### src/pkg/rfmi_pkg.sv
/*
  rfmi_pkg: constants, types and register map of the regulator fault monitor.
  assumes a 100 MHz MCLK and an 8-bit register port with one-cycle strobes.
*/
package rfmi_pkg;
  // clock and filter times
  localparam int CLK_PERIOD_NS = 10;
  localparam int LIMIT_TIME_NS = 20000;      // 20 us current limit / thermal
  localparam int OVP_RISE_NS = 1000;         // 1 us
  localparam int OVP_FALL_NS = 20000;        // 20 us
  localparam int OVERLOAD_TIME_NS = 1000000; // 1 ms
  localparam int LIMIT_CYC = (LIMIT_TIME_NS + CLK_PERIOD_NS - 1) / CLK_PERIOD_NS;
  localparam int OVP_RISE_CYC = (OVP_RISE_NS + CLK_PERIOD_NS - 1) / CLK_PERIOD_NS;
  localparam int OVP_FALL_CYC = (OVP_FALL_NS + CLK_PERIOD_NS - 1) / CLK_PERIOD_NS;
  localparam int OVERLOAD_CYC = (OVERLOAD_TIME_NS + CLK_PERIOD_NS - 1) / CLK_PERIOD_NS;
  localparam int CNT_W = 17;
  localparam int NUM_FILT = 12;

  // filter slots
  localparam int F_BUCK_ILIM = 0;  // 0..1
  localparam int F_LDO_ILIM = 2;   // 2..3
  localparam int F_BUCK_UNDER = 4; // 4..5
  localparam int F_LDO_UNDER = 6;  // 6..7
  localparam int F_WARN_LO = 8;
  localparam int F_WARN_HI = 9;
  localparam int F_TSD = 10;
  localparam int F_OVP = 11;

  // register offsets
  localparam logic [7:0] ADDR_BUCK0_CTRL = 8'h00;
  localparam logic [7:0] ADDR_BUCK1_CTRL = 8'h01;
  localparam logic [7:0] ADDR_LDO_CTRL = 8'h02;
  localparam logic [7:0] ADDR_CONFIG = 8'h03;
  localparam logic [7:0] ADDR_INT_TOP = 8'h04;
  localparam logic [7:0] ADDR_INT_BUCK = 8'h05;
  localparam logic [7:0] ADDR_INT_LDO = 8'h06;
  localparam logic [7:0] ADDR_TOP_STAT = 8'h07;
  localparam logic [7:0] ADDR_REG_STAT = 8'h08;
  localparam logic [7:0] ADDR_MASK = 8'h09;
  localparam logic [7:0] ADDR_RESET = 8'h0a;

  // field positions
  localparam int BC_EN = 0;       // buck ctrl: enable
  localparam int BC_DIS = 1;      // buck ctrl: discharge enable
  localparam int BC_LIM = 2;      // buck ctrl: limit select [4:2]
  localparam int LC_EN = 0;       // ldo ctrl: enable [1:0]
  localparam int LC_DIS = 2;      // ldo ctrl: discharge enable [3:2]
  localparam int CF_WLVL = 0;     // config: warning level select
  localparam int CF_GPO = 1;      // config: general outputs [2:1]
  localparam int IT_WARN = 0;     // int top bits
  localparam int IT_TSD = 1;
  localparam int IT_OVP = 2;
  localparam int IT_BUCK = 3;     // [4:3]
  localparam int IT_LDO = 5;      // [6:5]
  localparam int IT_RST = 7;
  localparam int IR_LIM = 0;      // int buck/ldo: limit flag x at 2x
  localparam int IR_SC = 1;       // short flag x at 2x+1
  localparam int MK_WARN = 0;
  localparam int MK_RST = 1;
  localparam int MK_BUCK = 2;     // [3:2]
  localparam int MK_LDO = 4;      // [5:4]

  // values after reset
  localparam logic [4:0] BUCK_CTRL_RST = 5'h02;
  localparam logic [3:0] LDO_CTRL_RST = 4'hc;
  localparam logic [2:0] CONFIG_RST = 3'h0;
  localparam logic [5:0] MASK_RST = 6'h00;

  typedef enum logic [1:0] {
    RFMI_SHUTDOWN = 2'b00,
    RFMI_STANDBY = 2'b01,
    RFMI_ACTIVE = 2'b11
  } rfmi_mode_t;

  // raw comparator levels from the analog side, all active high
  typedef struct packed {
    logic [1:0] buck_ilim;
    logic [1:0] ldo_ilim;
    logic [1:0] buck_under;
    logic [1:0] ldo_under;
    logic warn_lo;
    logic warn_hi;
    logic tsd;
    logic ovp;
    logic uvlo;
  } rfmi_sense_t;

  typedef struct packed {
    logic state;
    logic [CNT_W-1:0] cnt;
  } rfmi_filt_t;
endpackage

### src/verilog/rfmi_top.sv
/*
  rfmi_top: regulator fault monitor and interrupt logic of a two-buck,
  two-linear power manager, with its register file.
  assumes comparator levels arrive asynchronously and a host register port
  on MCLK (read data one cycle after the read strobe).
*/
// How it works
// each buck has its own 3-bit limit
// buck limit held 20us sets flag, irq
// live buck limit bit; flag cleared writing one
// linear limit 20us: flag, live, mask
// selected warning level sets flag, live bit
// protection off: discharge only if enabled
// output low 1ms after enable: disable
// overload 1ms in operation disables regulator
// buck short: flags, running cleared, irq
// linear short: flags, running cleared, irq
// clearing short flag retries enabled regulator
// overvoltage checked in standby, active only
// overvoltage: all off, flag, status cleared
// overvoltage drives both general outputs low
// overvoltage clear ignored while present; live bit
// no enable during overvoltage or pending flag
// thermal shutdown: all off, flag, standby
// thermal flag clear ignored while hot; live
// no enable while hot or flag pending
// undervoltage: shutdown; recovery returns to standby
// unmasked reset flag after shutdown; host clears
// undervoltage or software reset restores defaults
// overvoltage filter 1us on, 20us off
// irq low while unmasked flag set
// masks gate only the irq pin
`timescale 1ns/100ps
module rfmi_top #(
  parameter int OVERLOAD_CYCLES = rfmi_pkg::OVERLOAD_CYC
) (
  input wire logic MCLK,
  input wire logic NRST,
  input wire logic [7:0] ADDR,
  input wire logic [7:0] WDATA,
  input wire logic WR_EN,
  input wire logic RD_EN,
  output logic [7:0] RDATA,
  input wire rfmi_pkg::rfmi_sense_t SENSE_RAW,
  output logic FAULT_IRQ_N,
  output logic [3:0] REG_RUN,
  output logic [3:0] REG_DISCHARGE,
  output logic [5:0] BUCK_LIMIT_SEL,
  output logic [1:0] GENERAL_OUTPUT,
  output rfmi_pkg::rfmi_mode_t OP_MODE
);
  import rfmi_pkg::*;

  if (OVERLOAD_CYCLES < 1 || OVERLOAD_CYCLES >= (1 << CNT_W)) begin : g_chk
    $error("OVERLOAD_CYCLES out of counter range");
  end

  // one debounce step: state follows raw once raw held len cycles
  function automatic rfmi_filt_t filt_step(input rfmi_filt_t cur, input logic raw,
                                           input logic [CNT_W-1:0] len);
    rfmi_filt_t res;
    res = cur;
    if (raw == cur.state) begin
      res.cnt = '0;
    end else if (len == '0 || cur.cnt + 1'b1 >= len) begin
      res.state = raw;
      res.cnt = '0;
    end else begin
      res.cnt = cur.cnt + 1'b1;
    end
    return res;
  endfunction

  // write-one-to-clear with set winning over clear
  function automatic logic w1c(input logic flag, input logic set, input logic clr);
    return set | (flag & ~clr);
  endfunction

  localparam logic [CNT_W-1:0] LIM_LEN = CNT_W'(LIMIT_CYC);
  localparam logic [CNT_W-1:0] OVL_LEN = CNT_W'(OVERLOAD_CYCLES);
  localparam logic [CNT_W-1:0] OVP_ON_LEN = CNT_W'(OVP_RISE_CYC);
  localparam logic [CNT_W-1:0] OVP_OFF_LEN = CNT_W'(OVP_FALL_CYC);

  // input sampling and filter state
  logic [$bits(rfmi_sense_t)-1:0] sync1_r, sync2_r;
  rfmi_sense_t sense;
  rfmi_filt_t filt_r [NUM_FILT];
  rfmi_filt_t filt_nxt [NUM_FILT];

  // register file and control state
  logic [4:0] buck_ctrl_r [2];
  logic [4:0] buck_ctrl_nxt [2];
  logic [3:0] ldo_ctrl_r, ldo_ctrl_nxt;
  logic [2:0] config_r, config_nxt;
  logic [7:0] int_top_r, int_top_nxt;
  logic [3:0] int_buck_r, int_buck_nxt;
  logic [3:0] int_ldo_r, int_ldo_nxt;
  logic [5:0] mask_r, mask_nxt;
  logic sw_rst_r, sw_rst_nxt;
  logic [3:0] run_r, run_nxt;
  logic [3:0] disch_r, disch_nxt;
  logic [1:0] gpo_r, gpo_nxt;
  logic irq_n_r, irq_n_nxt;
  logic [7:0] rdata_r, rdata_nxt;
  rfmi_mode_t mode_r, mode_nxt;

  // helper terms
  logic warn_live, tsd_live, ovp_live, uvlo_s, clr_all;
  logic [1:0] buck_lim_live, ldo_lim_live;
  logic [3:0] short_evt, reg_en, dis_en, prot_off;
  logic [7:0] wr_top, wr_buck, wr_ldo;
  logic block_all;

  assign sense = rfmi_sense_t'(sync2_r);
  assign uvlo_s = sense.uvlo;
  assign buck_lim_live = {filt_r[F_BUCK_ILIM+1].state, filt_r[F_BUCK_ILIM].state};
  assign ldo_lim_live = {filt_r[F_LDO_ILIM+1].state, filt_r[F_LDO_ILIM].state};
  assign warn_live = config_r[CF_WLVL] ? filt_r[F_WARN_HI].state
                                       : filt_r[F_WARN_LO].state;
  assign tsd_live = filt_r[F_TSD].state;
  assign ovp_live = filt_r[F_OVP].state;
  assign clr_all = (mode_r == RFMI_SHUTDOWN) | sw_rst_r;
  assign reg_en = {ldo_ctrl_r[LC_EN+1], ldo_ctrl_r[LC_EN],
                   buck_ctrl_r[1][BC_EN], buck_ctrl_r[0][BC_EN]};
  assign dis_en = {ldo_ctrl_r[LC_DIS+1], ldo_ctrl_r[LC_DIS],
                   buck_ctrl_r[1][BC_DIS], buck_ctrl_r[0][BC_DIS]};
  assign wr_top = (WR_EN && ADDR == ADDR_INT_TOP) ? WDATA : 8'h00;
  assign wr_buck = (WR_EN && ADDR == ADDR_INT_BUCK) ? WDATA : 8'h00;
  assign wr_ldo = (WR_EN && ADDR == ADDR_INT_LDO) ? WDATA : 8'h00;

  // short and overload: output under threshold 1 ms while running
  assign short_evt = {filt_r[F_LDO_UNDER+1].state, filt_r[F_LDO_UNDER].state,
                      filt_r[F_BUCK_UNDER+1].state, filt_r[F_BUCK_UNDER].state}
                     & run_r;

  // debounce filters for every sensed level except uvlo, which is used straight from the synchronizer
  always_comb begin
    for (int i = 0; i < 2; i++) begin
      filt_nxt[F_BUCK_ILIM+i] = filt_step(filt_r[F_BUCK_ILIM+i], sense.buck_ilim[i],
                                          LIM_LEN);
      filt_nxt[F_LDO_ILIM+i] = filt_step(filt_r[F_LDO_ILIM+i], sense.ldo_ilim[i],
                                         LIM_LEN);
      // rising 1 ms, falling at once
      filt_nxt[F_BUCK_UNDER+i] = filt_step(filt_r[F_BUCK_UNDER+i],
                                           sense.buck_under[i] & run_r[i],
                                           filt_r[F_BUCK_UNDER+i].state ? '0 : OVL_LEN);
      filt_nxt[F_LDO_UNDER+i] = filt_step(filt_r[F_LDO_UNDER+i],
                                          sense.ldo_under[i] & run_r[2+i],
                                          filt_r[F_LDO_UNDER+i].state ? '0 : OVL_LEN);
    end
    filt_nxt[F_WARN_LO] = filt_step(filt_r[F_WARN_LO], sense.warn_lo, LIM_LEN);
    filt_nxt[F_WARN_HI] = filt_step(filt_r[F_WARN_HI], sense.warn_hi, LIM_LEN);
    filt_nxt[F_TSD] = filt_step(filt_r[F_TSD], sense.tsd, LIM_LEN);
    filt_nxt[F_OVP] = filt_step(filt_r[F_OVP], sense.ovp & (mode_r != RFMI_SHUTDOWN),
                                ovp_live ? OVP_OFF_LEN : OVP_ON_LEN);
  end

  // sampling and filter registers
  always_ff @(posedge MCLK) begin
    if (!NRST) begin
      sync1_r <= '0;
      sync2_r <= '0;
      for (int i = 0; i < NUM_FILT; i++) begin
        filt_r[i] <= '0;
      end
    end else begin
      sync1_r <= SENSE_RAW;
      sync2_r <= sync1_r;
      for (int i = 0; i < NUM_FILT; i++) begin
        filt_r[i] <= filt_nxt[i];
      end
    end
  end

  // registers, flags, regulator control and read path
  always_comb begin
    buck_ctrl_nxt = buck_ctrl_r;
    ldo_ctrl_nxt = ldo_ctrl_r;
    config_nxt = config_r;
    mask_nxt = mask_r;
    sw_rst_nxt = 1'b0;
    rdata_nxt = 8'h00;
    // control writes
    if (WR_EN) begin
      case (ADDR)
        ADDR_BUCK0_CTRL: buck_ctrl_nxt[0] = WDATA[4:0];
        ADDR_BUCK1_CTRL: buck_ctrl_nxt[1] = WDATA[4:0];
        ADDR_LDO_CTRL: ldo_ctrl_nxt = WDATA[3:0];
        ADDR_CONFIG: config_nxt = WDATA[2:0];
        ADDR_MASK: mask_nxt = WDATA[5:0];
        ADDR_RESET: sw_rst_nxt = WDATA[0];
        default: ;
      endcase
    end
    // latched flags; hardware set wins over a host clear, masks not involved
    int_top_nxt[IT_WARN] = w1c(int_top_r[IT_WARN], warn_live, wr_top[IT_WARN]);
    int_top_nxt[IT_TSD] = w1c(int_top_r[IT_TSD], tsd_live,
                              wr_top[IT_TSD] & ~tsd_live);
    int_top_nxt[IT_OVP] = w1c(int_top_r[IT_OVP], ovp_live,
                              wr_top[IT_OVP] & ~ovp_live);
    for (int i = 0; i < 2; i++) begin
      int_top_nxt[IT_BUCK+i] = w1c(int_top_r[IT_BUCK+i], short_evt[i],
                                   wr_top[IT_BUCK+i]);
      int_top_nxt[IT_LDO+i] = w1c(int_top_r[IT_LDO+i], short_evt[2+i],
                                  wr_top[IT_LDO+i]);
      int_buck_nxt[2*i+IR_LIM] = w1c(int_buck_r[2*i+IR_LIM], buck_lim_live[i],
                                     wr_buck[2*i+IR_LIM]);
      int_buck_nxt[2*i+IR_SC] = w1c(int_buck_r[2*i+IR_SC], short_evt[i],
                                    wr_buck[2*i+IR_SC]);
      int_ldo_nxt[2*i+IR_LIM] = w1c(int_ldo_r[2*i+IR_LIM], ldo_lim_live[i],
                                    wr_ldo[2*i+IR_LIM]);
      int_ldo_nxt[2*i+IR_SC] = w1c(int_ldo_r[2*i+IR_SC], short_evt[2+i],
                                   wr_ldo[2*i+IR_SC]);
    end
    int_top_nxt[IT_RST] = w1c(int_top_r[IT_RST], 1'b0, wr_top[IT_RST]);
    // shutdown or software reset restores defaults, then notes the reset
    if (clr_all) begin
      buck_ctrl_nxt[0] = BUCK_CTRL_RST;
      buck_ctrl_nxt[1] = BUCK_CTRL_RST;
      ldo_ctrl_nxt = LDO_CTRL_RST;
      config_nxt = CONFIG_RST;
      mask_nxt = MASK_RST;
      int_top_nxt = 8'h00;
      int_buck_nxt = 4'h0;
      int_ldo_nxt = 4'h0;
      int_top_nxt[IT_RST] = ~MASK_RST[MK_RST];
    end
    // mode: undervoltage forces shutdown, recovery goes to standby
    if (uvlo_s) begin
      mode_nxt = RFMI_SHUTDOWN;
    end else if (mode_r == RFMI_SHUTDOWN) begin
      mode_nxt = RFMI_STANDBY;
    end else begin
      mode_nxt = (|run_r) ? RFMI_ACTIVE : RFMI_STANDBY;
    end
    // enables are refused while any global protection is live or pending
    block_all = ovp_live | int_top_nxt[IT_OVP] | tsd_live | int_top_nxt[IT_TSD]
                | uvlo_s | clr_all;
    prot_off = {int_ldo_nxt[2+IR_SC], int_ldo_nxt[IR_SC],
                int_buck_nxt[2+IR_SC], int_buck_nxt[IR_SC]}
               | {4{block_all}};
    run_nxt = reg_en & ~prot_off;
    disch_nxt = prot_off & dis_en;
    gpo_nxt = config_r[CF_GPO+:2] & ~{2{ovp_live | int_top_r[IT_OVP]}};
    // interrupt pin: any flag not masked
    irq_n_nxt = ~(int_top_r[IT_WARN] & ~mask_r[MK_WARN]
                  | int_top_r[IT_RST] & ~mask_r[MK_RST]
                  | (|int_top_r[IT_TSD+:6])
                  | (|(int_buck_r & {2'b10, 2'b10}))
                  | (|(int_ldo_r & {2'b10, 2'b10}))
                  | (|({int_buck_r[2+IR_LIM], int_buck_r[IR_LIM]} & ~mask_r[MK_BUCK+:2]))
                  | (|({int_ldo_r[2+IR_LIM], int_ldo_r[IR_LIM]}
                       & ~mask_r[MK_LDO+:2])));
    // read data, one cycle after the strobe
    if (RD_EN) begin
      case (ADDR)
        ADDR_BUCK0_CTRL: rdata_nxt = {3'h0, buck_ctrl_r[0]};
        ADDR_BUCK1_CTRL: rdata_nxt = {3'h0, buck_ctrl_r[1]};
        ADDR_LDO_CTRL: rdata_nxt = {4'h0, ldo_ctrl_r};
        ADDR_CONFIG: rdata_nxt = {5'h00, config_r};
        ADDR_INT_TOP: rdata_nxt = int_top_r;
        ADDR_INT_BUCK: rdata_nxt = {4'h0, int_buck_r};
        ADDR_INT_LDO: rdata_nxt = {4'h0, int_ldo_r};
        ADDR_TOP_STAT: rdata_nxt = {3'h0, mode_r, ovp_live, tsd_live, warn_live};
        ADDR_REG_STAT: rdata_nxt = {ldo_lim_live, buck_lim_live, run_r};
        ADDR_MASK: rdata_nxt = {2'h0, mask_r};
        default: rdata_nxt = 8'h00;
      endcase
    end
  end

  // register stage
  always_ff @(posedge MCLK) begin
    if (!NRST) begin
      buck_ctrl_r[0] <= BUCK_CTRL_RST;
      buck_ctrl_r[1] <= BUCK_CTRL_RST;
      ldo_ctrl_r <= LDO_CTRL_RST;
      config_r <= CONFIG_RST;
      int_top_r <= 8'h00;
      int_buck_r <= 4'h0;
      int_ldo_r <= 4'h0;
      mask_r <= MASK_RST;
      sw_rst_r <= 1'b0;
      run_r <= 4'h0;
      disch_r <= 4'h0;
      gpo_r <= 2'h0;
      irq_n_r <= 1'b1;
      rdata_r <= 8'h00;
      mode_r <= RFMI_SHUTDOWN;
    end else begin
      buck_ctrl_r <= buck_ctrl_nxt;
      ldo_ctrl_r <= ldo_ctrl_nxt;
      config_r <= config_nxt;
      int_top_r <= int_top_nxt;
      int_buck_r <= int_buck_nxt;
      int_ldo_r <= int_ldo_nxt;
      mask_r <= mask_nxt;
      sw_rst_r <= sw_rst_nxt;
      run_r <= run_nxt;
      disch_r <= disch_nxt;
      gpo_r <= gpo_nxt;
      irq_n_r <= irq_n_nxt;
      rdata_r <= rdata_nxt;
      mode_r <= mode_nxt;
    end
  end

  assign RDATA = rdata_r;
  assign FAULT_IRQ_N = irq_n_r;
  assign REG_RUN = run_r;
  assign REG_DISCHARGE = disch_r;
  assign BUCK_LIMIT_SEL = {buck_ctrl_r[1][BC_LIM+:3], buck_ctrl_r[0][BC_LIM+:3]};
  assign GENERAL_OUTPUT = gpo_r;
  assign OP_MODE = mode_r;
endmodule // rfmi_top

### config.mk
export PLATFORM = sky130hd
export DESIGN_NAME = rfmi_top
export DESIGN_NICKNAME = d
export VERILOG_FILES = /design/src/pkg/rfmi_pkg.sv /design/src/verilog/rfmi_top.sv
export SDC_FILE = /design/constraint.sdc
export NUM_CORES = 1
export LEC_CHECK = 0
export BUFFER_PORTS_ARGS = -buffer_cell sky130_fd_sc_hd__buf_4
export CAP_MARGIN = 40
export CORE_AREA = 10 10 177 179
export CTS_CLUSTER_SIZE = 12
export DETAILED_ROUTE_END_ITERATION = 10
export DIE_AREA = 0 0 187 189
export GPL_ROUTABILITY_DRIVEN = 0
export PLACE_DENSITY = 0.68
export SLEW_MARGIN = 10
export SYNTH_ARGS = -nofsm -noshare
export SYNTH_HDL_FRONTEND = slang
export SYNTH_SLANG_ARGS = --single-unit
### constraint.sdc
create_clock -name MCLK -period 6.4 [get_ports MCLK]
set_input_delay 0.64 -clock MCLK [delete_from_list [all_inputs] [get_ports MCLK]]
set_output_delay 0.64 -clock MCLK [all_outputs]
set_load 0.03 [all_outputs]
After elaboration in Yosys (flattened, before gate mapping) --
Memory sizes are Yosys's and may differ from the RTL's. Cells that the tools add are included.
Word-level totals: bits in writable memories 216, memories kept 1, output and inout bits 27, input port bits 33, register bits after elaboration 87, logic and storage cells 275
Operators by class: equality and inequality tests 22, add/subtract/negate cells 12, bitwise gates (word level) 98, magnitude comparators 12, mux-type cells 77, reductions and logical operators 32
Memory list:
- filt_r | depth 12, bits a word 18, read ports 12, clocked after Yosys merged registers in 0, wr ports 12, line rfmi_top.sv:87 | rfmi_filt_t filt_r [NUM_FILT];
Operators with widths (count):
- 17-bit two-way mux | 28
- 18-bit two-way mux | 12
- 17-bit by 1-bit adder with 17-bit output (second input constant) | 12
- 17-bit by 11-bit >= comparator with 1-bit output (second input constant) | 7
- 17-bit zero test | 5
- 8-bit one-hot mux with 10 select lines | 1
- 17-bit >= comparator | 4
- 1-bit bitwise OR | 40
- 8-bit by 3-bit == test with 1-bit output (second input constant) | 4
- 1-bit two-way mux | 28
- 1-bit AND | 25
- 8-bit by 4-bit == test with 1-bit output (second input constant) | 3
- 1-bit inverter | 22
- 17-bit by 11-bit >= comparator with 1-bit output | 1
- 8-bit by 2-bit == test with 1-bit output (second input constant) | 2
- 4-bit two-way mux | 4
- 8-bit two-way mux | 2
- 4-bit AND | 3
- 1-bit == test | 12
- 2-bit AND reduction | 6
- 2-bit OR reduction | 6
- 11-bit two-way mux | 1
- 8-bit by 1-bit == test with 1-bit output (second input constant) | 1
- 8-bit zero test | 1
- other kinds (13) | 23

Longest topological paths before layout --
Gate-level depths: netlist (run 1).
word-level depth 16, depth in mapped cells 13

Worst setup path after synthesis (run 1) --
No wires, ideal clock.
path kind register -> register, start point memory filt_r[6][0] in the netlist's numbering, end point memory filt_r[6][2] in the netlist's numbering, cell stages (with the launch flop) 13, setup slack 3.480 ns, data arrival time 2.788 ns, clock period less this slack 2.920 ns, path buffers 1, data required time 6.268 ns, path through dfxtp_1 ha_1 nand3_1 nor2_1 and3_1 xor2_1 ha_1 nand3_1 o41ai_1 a22oi_1 a41oi_1 buf_2 nor3_1
RTL lines (line):
- start, declared | rfmi_top.sv:87

==> results of run 1 <==
power breakdown:
part           switching [mW]  internal [mW]  total (mW)
clock                   0.737           1.20        1.94
sequential             0.0205           1.92        1.94
combinational          0.0609         0.0453       0.106
kinds of logic after synthesis:
group	count (synthesis)	share of synthesized area (%)
XOR/XNOR	147	9.071
adder cells (fa/ha/maj)	53	4.672
multiplexers	34	2.839
other	1	0.02642
flip-flops	303	42.74
AO/OA/AOI/OAI	194	9.856
buffers and inverters	105	3.182
AND/OR/NAND/NOR	735	27.62
per-layer routing:
layer,GRT usage (%),up-vias,routed length (µm)
met5,0,-,0
met1,22.64,5242,14480
li1,-,5768,-
met4,5.087,0,676
met2,26.99,281,13750
met3,3.675,54,1949
worst register-to-register path, cell delays in order, from the launching register on:
cell and delay, ns:
dfxtp_1 0.37, ha_1 0.25, nand3_1 0.19, nor2_1 0.34, and3_1 0.22, xor2_1 0.08
ha_1 0.34, nand3_1 0.13, o41ai_1 0.38, a22oi_1 0.15, a41oi_1 0.51, buf_4 0.27
nor3_1 0.07
cell usage after synthesis (all sizes together) (37+ instances only):
library cell and count:
dfxtp 303, nor2 152, nand2 127, nand3 100, xnor2 88, nor3 76
xor2 59, ha 53, nand4 44, and2 40, clkbuf 40, nor4 39
and3 37, inv 37
area by class of cell:
| cell class | instances | area [µm²] |
|---|---|---|
| sequential | 303 | 6066 |
| tap | 378 | 473.0 |
| fill | 2464 | 11460 |
| multi-input combinational | 1211 | 7858 |
| clock inverter | 9 | 95.09 |
| timing repair buffer | 66 | 505.5 |
| clock buffer | 46 | 1030 |
| inverter | 37 | 138.9 |
worst paths after layout:
path / start / end / slack [ns] / depth (start not counted)
worst max-delay path: filt_r[6][0] / filt_r[6][2] / 2.98 / 12
worst min-delay path: SENSE_RAW[6] / sync1_r[6] / 0.34 / 2
worst max register to register: filt_r[6][0] / filt_r[6][2] / 2.98 / 12
worst min register to register: sync1_r[4] / sense[4] / 0.43 / 1
flip-flops by register name, summed over array words and instances, names as in the netlist:
name,flops
filt_r,216
sense,13
sync1_r,13
RDATA,8
int_top_r,8
BUCK_LIMIT_SEL,6
mask_r,6
REG_DISCHARGE,4
REG_RUN,4
buck_ctrl_r,4
int_buck_r,4
int_ldo_r,4
ldo_ctrl_r,4
config_r,3
GENERAL_OUTPUT,2
OP_MODE,2
FAULT_IRQ_N,1
sw_rst_r,1
==> flow_summary.yaml, run 1 <==
synth:
  synthTopCellsByArea: "dfxtp_1 (43%), xnor2_1 (5.4%), ha_1 (4.7%)"
  syn_area_um2: 14190
  synth_top_area_share_pct: 42.74
  synth_edf_count: 0
  ys.flop_type: "dfxtp_1"
  synthCells: 1572
  synth_top_area_cell: "dfxtp_1"
  ys_ff_latch: 303
  yosysWarningCount: 0
  ys_seq_area_share_pct: 42.74
  syn_avg_cell_area_um2: 9.029
  ys_async_sr_fraction_pct: 0
  synth.distinct_cells: 79
setup_path:
  cp_cell_sequence: "ha_1, nand3_1, nor2_1, and3_1, xor2_1, ha_1, nand3_1, o41ai_1, a22oi_1, a41oi_1, buf_4, nor3_1"
  max_stage_delay_ns: 0.51
  critPathMaxFanout: 9
  cp_slowest_cell: "a41oi_1"
  crit_arrival_ns: 3.79
  critical_path_class: "reg2reg"
  cp-start-kind: "register"
  critPathCaptureType: "register"
  cp.required_ns: 6.77
  path_buf_inv: 1
  crit_family: "compound AO/OA/AOI/OAI gates"
route:
  dr_total_vias: 11350
  drc: 0
  ant_nets: 0
  firstDrtPassIters: 5
  vias_per_cell: 5.534
  wire_per_inst_um: 15.05
  drt-total-wl_um: 30860
  drtIter0Drc: 875
cells_and_area:
  layout_commonest_cell: "dfxtp_1"
  syn2layout_area_growth_pct: 13.89
  drive_above_1_share_pct: 9.330
  fin_util_pct: 58.51
  nets: 1739
  final_cells: 2050
  fin_area_um2: 16170
  mostFrequentLayoutCells: "dfxtp_1 (303), nor2_1 (152), nand2_1 (127), nand3_1 (99), xnor2_1 (88)"
  diodes: 0
clock_network:
  insertion_delay_ns: 0.51
  cts_sinks: 303
  post_cts_buffers: 0
  root_buffer: "clkbuf_16"
  post_cts_resized: 0
  h-tree-depth: 2
  path_clk_slew_ns: 0.06
  cts_buffers: 34
  cts_hold_buf: 0
  cts_tree: "built"
  clockBufferDepth: 3
die:
  io_pins: 60
  num_rows: 61
  die_h_um: 189
  start_util_pct: 51.37
  dieArea_um2: 35340
  core_area_um2: 27630
  die_w_um: 187
global_route:
  antenna_found_initial: 0
  grt_use_total_pct: 16.97
  grt_pass1_wl_um: 51700
  grt_pass1_vias: 10670
  overflow: 0
  grt_max_degree: 47
timing:
  hold-worst-slack_ns: 0.3383
  fmax_mhz: 292.3
  tns_ns: 0
  setup_slack_ns: 2.979
  finClkSkew_ns: 0.01946
  period_share_pct: 53.45
  tightest_slew_ns: 0.8822
  hold_viol: 0
  final.min_clock_period_ns: 3.421
  grt_setup_unrepaired: "no"
  setup_viol: 0
  slew_viol_final: 0
  slew-limit-headroom_pct: 40.93
pwr:
  p_leak_nw: 5.991
  power.total_mw: 3.978
  power_density_nw_per_um2: 246.1
  ir_drop_mv: 0.2621
placed_design:
  dp_slack_ns: 3.044
  portBuffers: 59
  post-dp-hpwl_um: 22160
  dpl_cell_area_um2: 15040
  dp.cells: 1995
outcome:
  outcome: "finished clean"
worst_hold_path:
  hp-class: "in2reg"
flow_run:
  drv_cap: 0
(Power assumes the default switching activity.)
==> run 2, diff against run 1 <==
--- a/config.mk
+++ b/config.mk
@@ -5,12 +5,13 @@
 export SDC_FILE = /design/constraint.sdc
 export NUM_CORES = 1
 export LEC_CHECK = 0
+export ABC_AREA = 1
 export BUFFER_PORTS_ARGS = -buffer_cell sky130_fd_sc_hd__buf_4
 export CAP_MARGIN = 40
-export CORE_AREA = 10 10 177 179
+export CORE_AREA = 10 10 183 185
 export CTS_CLUSTER_SIZE = 12
 export DETAILED_ROUTE_END_ITERATION = 10
-export DIE_AREA = 0 0 187 189
+export DIE_AREA = 0 0 193 195
 export GPL_ROUTABILITY_DRIVEN = 0
 export PLACE_DENSITY = 0.68
 export SLEW_MARGIN = 10
==> constraint.sdc (replaced) <==
create_clock -name MCLK -period 3.4 [get_ports MCLK]
set_input_delay 0.34 -clock MCLK [delete_from_list [all_inputs] [get_ports MCLK]]
set_output_delay 0.34 -clock MCLK [all_outputs]
set_load 0.03 [all_outputs]
==> run 2 against run 1 <==
Against the previous run: critical path depth increased by 3; non-clock buffer count increased by 1; via count increased by 18%; sequential power increased by 88%; largest power group is now clock; highest routed layer is now met5.
==> flow_summary.yaml, run 2 <==
synth:
  synth.distinct_cells: 48
  ys_ff_latch: 303
  synthTopCellsByCount: "nand2_1 (530), nor2_1 (366), inv_1 (328)"
  synthXorXnorAreaFrac_pct: 5.976
  yosys.area_share.simple_pct: 34.45
  synth_top_family_by_area: "simple AND/OR/NAND/NOR gates"
  synth_top_area_cell: "dfxtp_1"
  ys_async_sr_fraction_pct: 0
  synth-compound-area-share_pct: 5.992
  synthTopCellsByArea: "dfxtp_1 (40%), nand2_1 (13%), nor2_1 (9.0%)"
  ys_seq_area_share_pct: 39.79
  yosysMostFrequentCell: "nand2_1"
  syn_avg_cell_area_um2: 6.970
  muxShareOfSynthArea_pct: 0
  synth_top_area_share_pct: 39.79
  syn_area_um2: 15240
  synthCells: 2187
  ys.flop_type: "dfxtp_1"
  synth_edf_count: 0
  yosysWarningCount: 0
  synth_fa_ha_area_share_pct: 4.350
setup_path:
  critical_path_class: "reg2reg"
  critPathMaxFanout: 11
  max_stage_delay_ns: 0.39
  cp_cell_sequence: "ha_1, nand2_1, inv_1, nand2_2, nor2_4, nand2_1, xor2_1, inv_1, ha_1, a21o_1, nor2_1, nand3_1, nor2_2, nand3_1, nor2_1"
  crit_family: "simple AND/OR/NAND/NOR gates"
  cp.required_ns: 3.83
  r2r_cells: 15
  endpoint: "filt_r[11][6]"
  worstReg2RegStart: "filt_r[11][0]"
  reg2reg_slack_ns: 0.69
  rr_endpoint: "filt_r[11][6]"
  cp.depth: 15
  cp_slowest_cell: "dfxtp_1"
  cp-startpoint: "filt_r[11][0]"
  crit_arrival_ns: 3.15
  critPathCaptureType: "register"
  path_buf_inv: 2
  cp-start-kind: "register"
die:
  die_h_um: 195
  die_w_um: 193
  num_rows: 64
  start_util_pct: 50.76
  dieArea_um2: 37640
  io_pins: 60
  core_area_um2: 30030
cells_and_area:
  drive_above_1_share_pct: 8.183
  largest_register_ffs: 216
  nets: 2396
  diodes: 0
  final_cells: 2730
  mostFrequentLayoutCells: "nand2_1 (530), nor2_1 (366), inv_1 (328), dfxtp_1 (303), nand3_1 (133)"
  fin_area_um2: 17410
  layout_commonest_cell: "nand2_1"
  largest_register: "filt_r"
  syn2layout_area_growth_pct: 14.18
pwr:
  netSwitchingFraction_pct: 21.15
  seqPwrFrac_pct: 47.6
  p_switching_mw: 1.618
  power_density_nw_per_um2: 439.6
  clockPowerShare_pct: 49.3
  ir_drop_mv: 0.3706
  p_int_mw: 6.034
  power_frac_comb_pct: 3.1
  p_leak_nw: 7.539
timing:
  final.min_clock_period_ns: 2.714
  slew-limit-headroom_pct: 57.79
  tightest_slew_ns: 0.6284
  tns_ns: 0
  fmax_mhz: 368.5
  finClkSkew_ns: 0.01330
  period_share_pct: 79.82
  slew_viol_final: 0
  setup_slack_ns: 0.6863
  setup_viol: 0
  hold_viol: 0
  grt_setup_unrepaired: "no"
clock_network:
  insertion_delay_ns: 0.51
  path_clk_slew_ns: 0.06
  root_buffer: "clkbuf_16"
  clockBufferDepth: 3
  cts_tree: "built"
  cts_sinks: 303
  h-tree-depth: 2
  post_cts_resized: 0
  cts_buffers: 35
route:
  drt-total-wl_um: 33920
  vias_per_cell: 4.910
  drc: 0
  dr_total_vias: 13400
  drtIter0Drc: 735
  firstDrtPassIters: 5
  ant_nets: 0
  wire_per_inst_um: 12.43
worst_hold_path:
  hp-class: "in2reg"
flow_run:
  drv_cap: 0
placed_design:
  dpl_cell_area_um2: 16190
  portBuffers: 59
  dp_slack_ns: 0.6914
  post-dp-hpwl_um: 25720
  dp.cells: 2664
global_route:
  grt_pass1_wl_um: 58080
  overflow: 0
  grt_pass1_vias: 12710
  antenna_found_initial: 1
  grt_max_degree: 30
  grt_use_total_pct: 18.09
outcome:
  outcome: "finished clean"
-- run 2: cell types whose count changed in the layout (fill, tap and decap cells not counted), sizes merged, moves of 40 or more --
cell | before | now
nand2 | 127 | 540
inv | 37 | 330
nor2 | 152 | 408
xnor2 | 88 | 30
nand3 | 100 | 147
nor3 | 76 | 33
o21ai | 27 | 67
-- run 2: kinds of logic (layout without fill, tap and decap cells) --
family | after synthesis | after routing
AND/OR/NAND/NOR | 1205 | 1205
adder cells (fa/ha/maj) | 53 | 53
other | 1 | 48
XOR/XNOR | 104 | 104
AO/OA/AOI/OAI | 162 | 162
buffers and inverters | 359 | 459
flip-flops | 303 | 303
-- run 2: worst min path at each step --
stage | cells past startpoint | end | startpoint | slack (ns)
floorplan | 2 | sense[0] | sync1_r[0] | 0.39
global placement | 2 | sense[6] | sync1_r[6] | 0.40
detailed placement | 2 | sense[6] | sync1_r[6] | 0.40
CTS | 3 | sync1_r[3] | SENSE_RAW[3] | 0.002
global route | 3 | sync1_r[3] | SENSE_RAW[3] | 0.006
finish | 3 | sync1_r[3] | SENSE_RAW[3] | 0.02
-- run 2: timing repair --
item	in CTS	in global routing
hold buffers	5	0
buffers inserted	0	0
hold endpoints to repair	5	0
-- run 2: worst reg2reg max path: cells and delay by family, from the launching register on --
family          cells  cell delay [ns]
simple gates        9             1.26
fa+ha+maj           2             0.50
flops               1             0.39
compound gates      1             0.18
xor+xnor            1             0.17
buf+inv             2             0.13
-- run 2: stage by stage --
stage	hold WS [ns]	power, mW	utilization, %
floorplan	0.3905	3.853	-
global placement	0.3951	3.947	53.91
detailed placement	0.4027	3.951	53.91
CTS	0.002307	7.746	57.96
global route	0.006485	7.957	57.96
finish	0.01741	7.652	57.96
-- run 2: layout make-up --
class | count | area [µm²]
Inverter | 331 | 1242
Clock buffer | 50 | 1035
Sequential cell | 303 | 6066
Multi-Input combinational cell | 1572 | 7919
Timing Repair Buffer | 67 | 515.5
Tap cell | 396 | 495.5
Clock inverter | 11 | 132.6
Fill cell | 2857 | 12620
-- run 2: layer usage --
layer	up-vias	routed length [µm]	global-route usage (%)
li1	7031	-	-
met2	285	15400	29.53
met5	-	12	0
met1	6045	16020	24.11
met4	2	493	4.474
met3	40	1993	3.243
-- run 2: power by group through the flow --
stage	clock [mW]	sequential (mW)	combinational, mW
final	3.77	3.65	0.234
after global routing	4.04	3.65	0.265
after CTS	3.87	3.65	0.234
after detailed placement	0	3.72	0.227
after global placement	0	3.72	0.225
after floorplan	0	3.72	0.129
==> run 3, diff against run 2 <==
==> constraint.sdc (replaced) <==
create_clock -name MCLK -period 2.6 [get_ports MCLK]
set_input_delay 0.26 -clock MCLK [delete_from_list [all_inputs] [get_ports MCLK]]
set_output_delay 0.26 -clock MCLK [all_outputs]
set_load 0.03 [all_outputs]
==> run 3 against run 2 <==
Against the previous run: total power is 30% higher; non-clock buffer count is 39 higher; die area unchanged; sequential power increased by 31%; wire length rose by 4.1%; clock power rose by 28%; critical endpoint is now filt_r[6][7].
==> flow_summary.yaml, run 3 (same netlist as run 2, synthesis figures left out) <==
route:
  ant_nets: 0
  wire_per_inst_um: 12.72
  drt-total-wl_um: 35300
  drc: 0
  vias_per_cell: 4.919
  firstDrtPassIters: 7
  drtIter0Drc: 772
  dr_total_vias: 13650
timing:
  slew-limit-headroom_pct: 52.10
  tns_ns: 0
  period_share_pct: 96.60
  setup_viol: 0
  tightest_slew_ns: 0.7184
  hold_viol: 0
  slew_viol_final: 0
  finClkSkew_ns: 0.01173
  hold-worst-slack_ns: 0.04389
  final.min_clock_period_ns: 2.512
  grt_setup_unrepaired: "yes"
  fmax_mhz: 398.2
setup_path:
  critPathCaptureType: "register"
  cp.required_ns: 3.05
  cp-start-kind: "register"
  max_stage_delay_ns: 0.36
  path_buf_inv: 2
  critPathMaxFanout: 5
  critical_path_class: "reg2reg"
  crit_family: "simple AND/OR/NAND/NOR gates"
  crit_arrival_ns: 2.96
  cp_slowest_cell: "dfxtp_2"
  cp_cell_sequence: "ha_4, nand2_4, nor2_4, nand2_2, nor2_4, xor2_1, inv_1, ha_4, nand2_2, inv_2, nand2_1, nor2_1, nand2_1, nor2_1, nor2_1, nand4_1, nand2_2, nand3_4, nor2_2"
global_route:
  grt_pass1_vias: 12540
  antenna_found_initial: 1
  grt_pass1_wl_um: 57350
  overflow: 0
  grt_use_total_pct: 17.87
  grt_max_degree: 30
die:
  die_h_um: 195
  io_pins: 60
  num_rows: 64
  core_area_um2: 30030
  dieArea_um2: 37640
  start_util_pct: 50.76
  die_w_um: 193
flow_run:
  drv_cap: 0
cells_and_area:
  nFillCells: 2771
  layout_commonest_cell: "nand2_1"
  nets: 2443
  mostFrequentLayoutCells: "nand2_1 (524), nor2_1 (343), inv_1 (322), dfxtp_1 (281), nand3_1 (131)"
  fin_area_um2: 18070
  diodes: 0
  fin_util_pct: 60.16
  drive_above_1_share_pct: 12.36
  syn2layout_area_growth_pct: 18.52
  largest_register: "filt_r"
  largest_register_ffs: 216
clock_network:
  h-tree-depth: 2
  cts_sinks: 303
  cts_buffers: 35
  insertion_delay_ns: 0.51
  cts_tree: "built"
  path_clk_slew_ns: 0.06
  root_buffer: "clkbuf_16"
  clockBufferDepth: 3
pwr:
  power.total_mw: 9.929
  p_leak_nw: 7.784
  power_density_nw_per_um2: 549.6
  ir_drop_mv: 0.5146
placed_design:
  portBuffers: 59
  post-dp-hpwl_um: 25850
  dpl_cell_area_um2: 16310
worst_hold_path:
  hp-class: "in2reg"
outcome:
  outcome: "finished clean"
## run 3: where the power goes
group | switching [mW] | internal, mW
registers | 0.0479 | 4.72
clock network | 1.85 | 2.99
logic | 0.199 | 0.123
total | 2.10 | 7.83
## run 3: timing repair
action | 4_1_cts | 5_1_grt
setup endpoints to repair | 1 | 82
resized for setup | 0 | 90
gates cloned | 0 | 8
hold buffers | 13 | 0
pin swaps | 1 | 33
buffers inserted | 0 | 16
endpoints found under the hold margin | 13 | 0
## run 3: worst reg2reg max path: stages (launching register included)
cell	delay, ns
dfxtp_2	0.36
ha_4	0.17
nand2_4	0.06
nor2_4	0.12
nand2_2	0.09
nor2_4	0.13
xor2_1	0.21
inv_1	0.11
ha_4	0.25
nand2_2	0.06
inv_2	0.03
nand2_1	0.05
nor2_1	0.04
nand2_1	0.05
nor2_1	0.04
nor2_1	0.09
nand4_1	0.11
nand2_2	0.19
nand3_4	0.16
nor2_2	0.15
## run 3: final timing paths
kind,from,end,slack [ns],cells past startpoint
max,filt_r[6][1],filt_r[6][7],0.09,19
min,WDATA[7],int_top_r[7],0.04,4
max reg2reg,filt_r[6][1],filt_r[6][7],0.09,19
min reg2reg,sync1_r[6],sense[6],0.41,2
## run 3: per-layer routing
| metal | track usage, % | share of wire [%] | up-vias |
|---|---|---|---|
| li1 | - | - | 7157 |
| met1 | 23.74 | 46 | 6060 |
| met2 | 28.81 | 45 | 355 |
| met3 | 3.118 | 6.3 | 72 |
| met4 | 5.586 | 2.5 | 2 |
| met5 | 0 | 0.037 | - |
## run 3: layout make-up
type                    count  area, µm²  share of cell area, %
clock buffers              47       1003                  5.554
inverters                 331       1245                  6.891
well taps                 396      495.5                  2.743
multi-input cells        1580       8252                  45.67
flip-flops and latches    303       6096                  33.74
repair buffers            106      844.6                  4.675
clock inverters            11      130.1                 0.7203
## run 3: through the flow
| stage | cells | setup slack, ns |
|---|---|---|
| after floorplan | 2234 | 0.1545 |
| after global placement | 2679 | 0.1179 |
| after detailed placement | 2679 | 0.01997 |
| after CTS | 2750 | 0.007811 |
| after global routing | 2774 | -0.09898 |
| final | 2774 | 0.08843 |
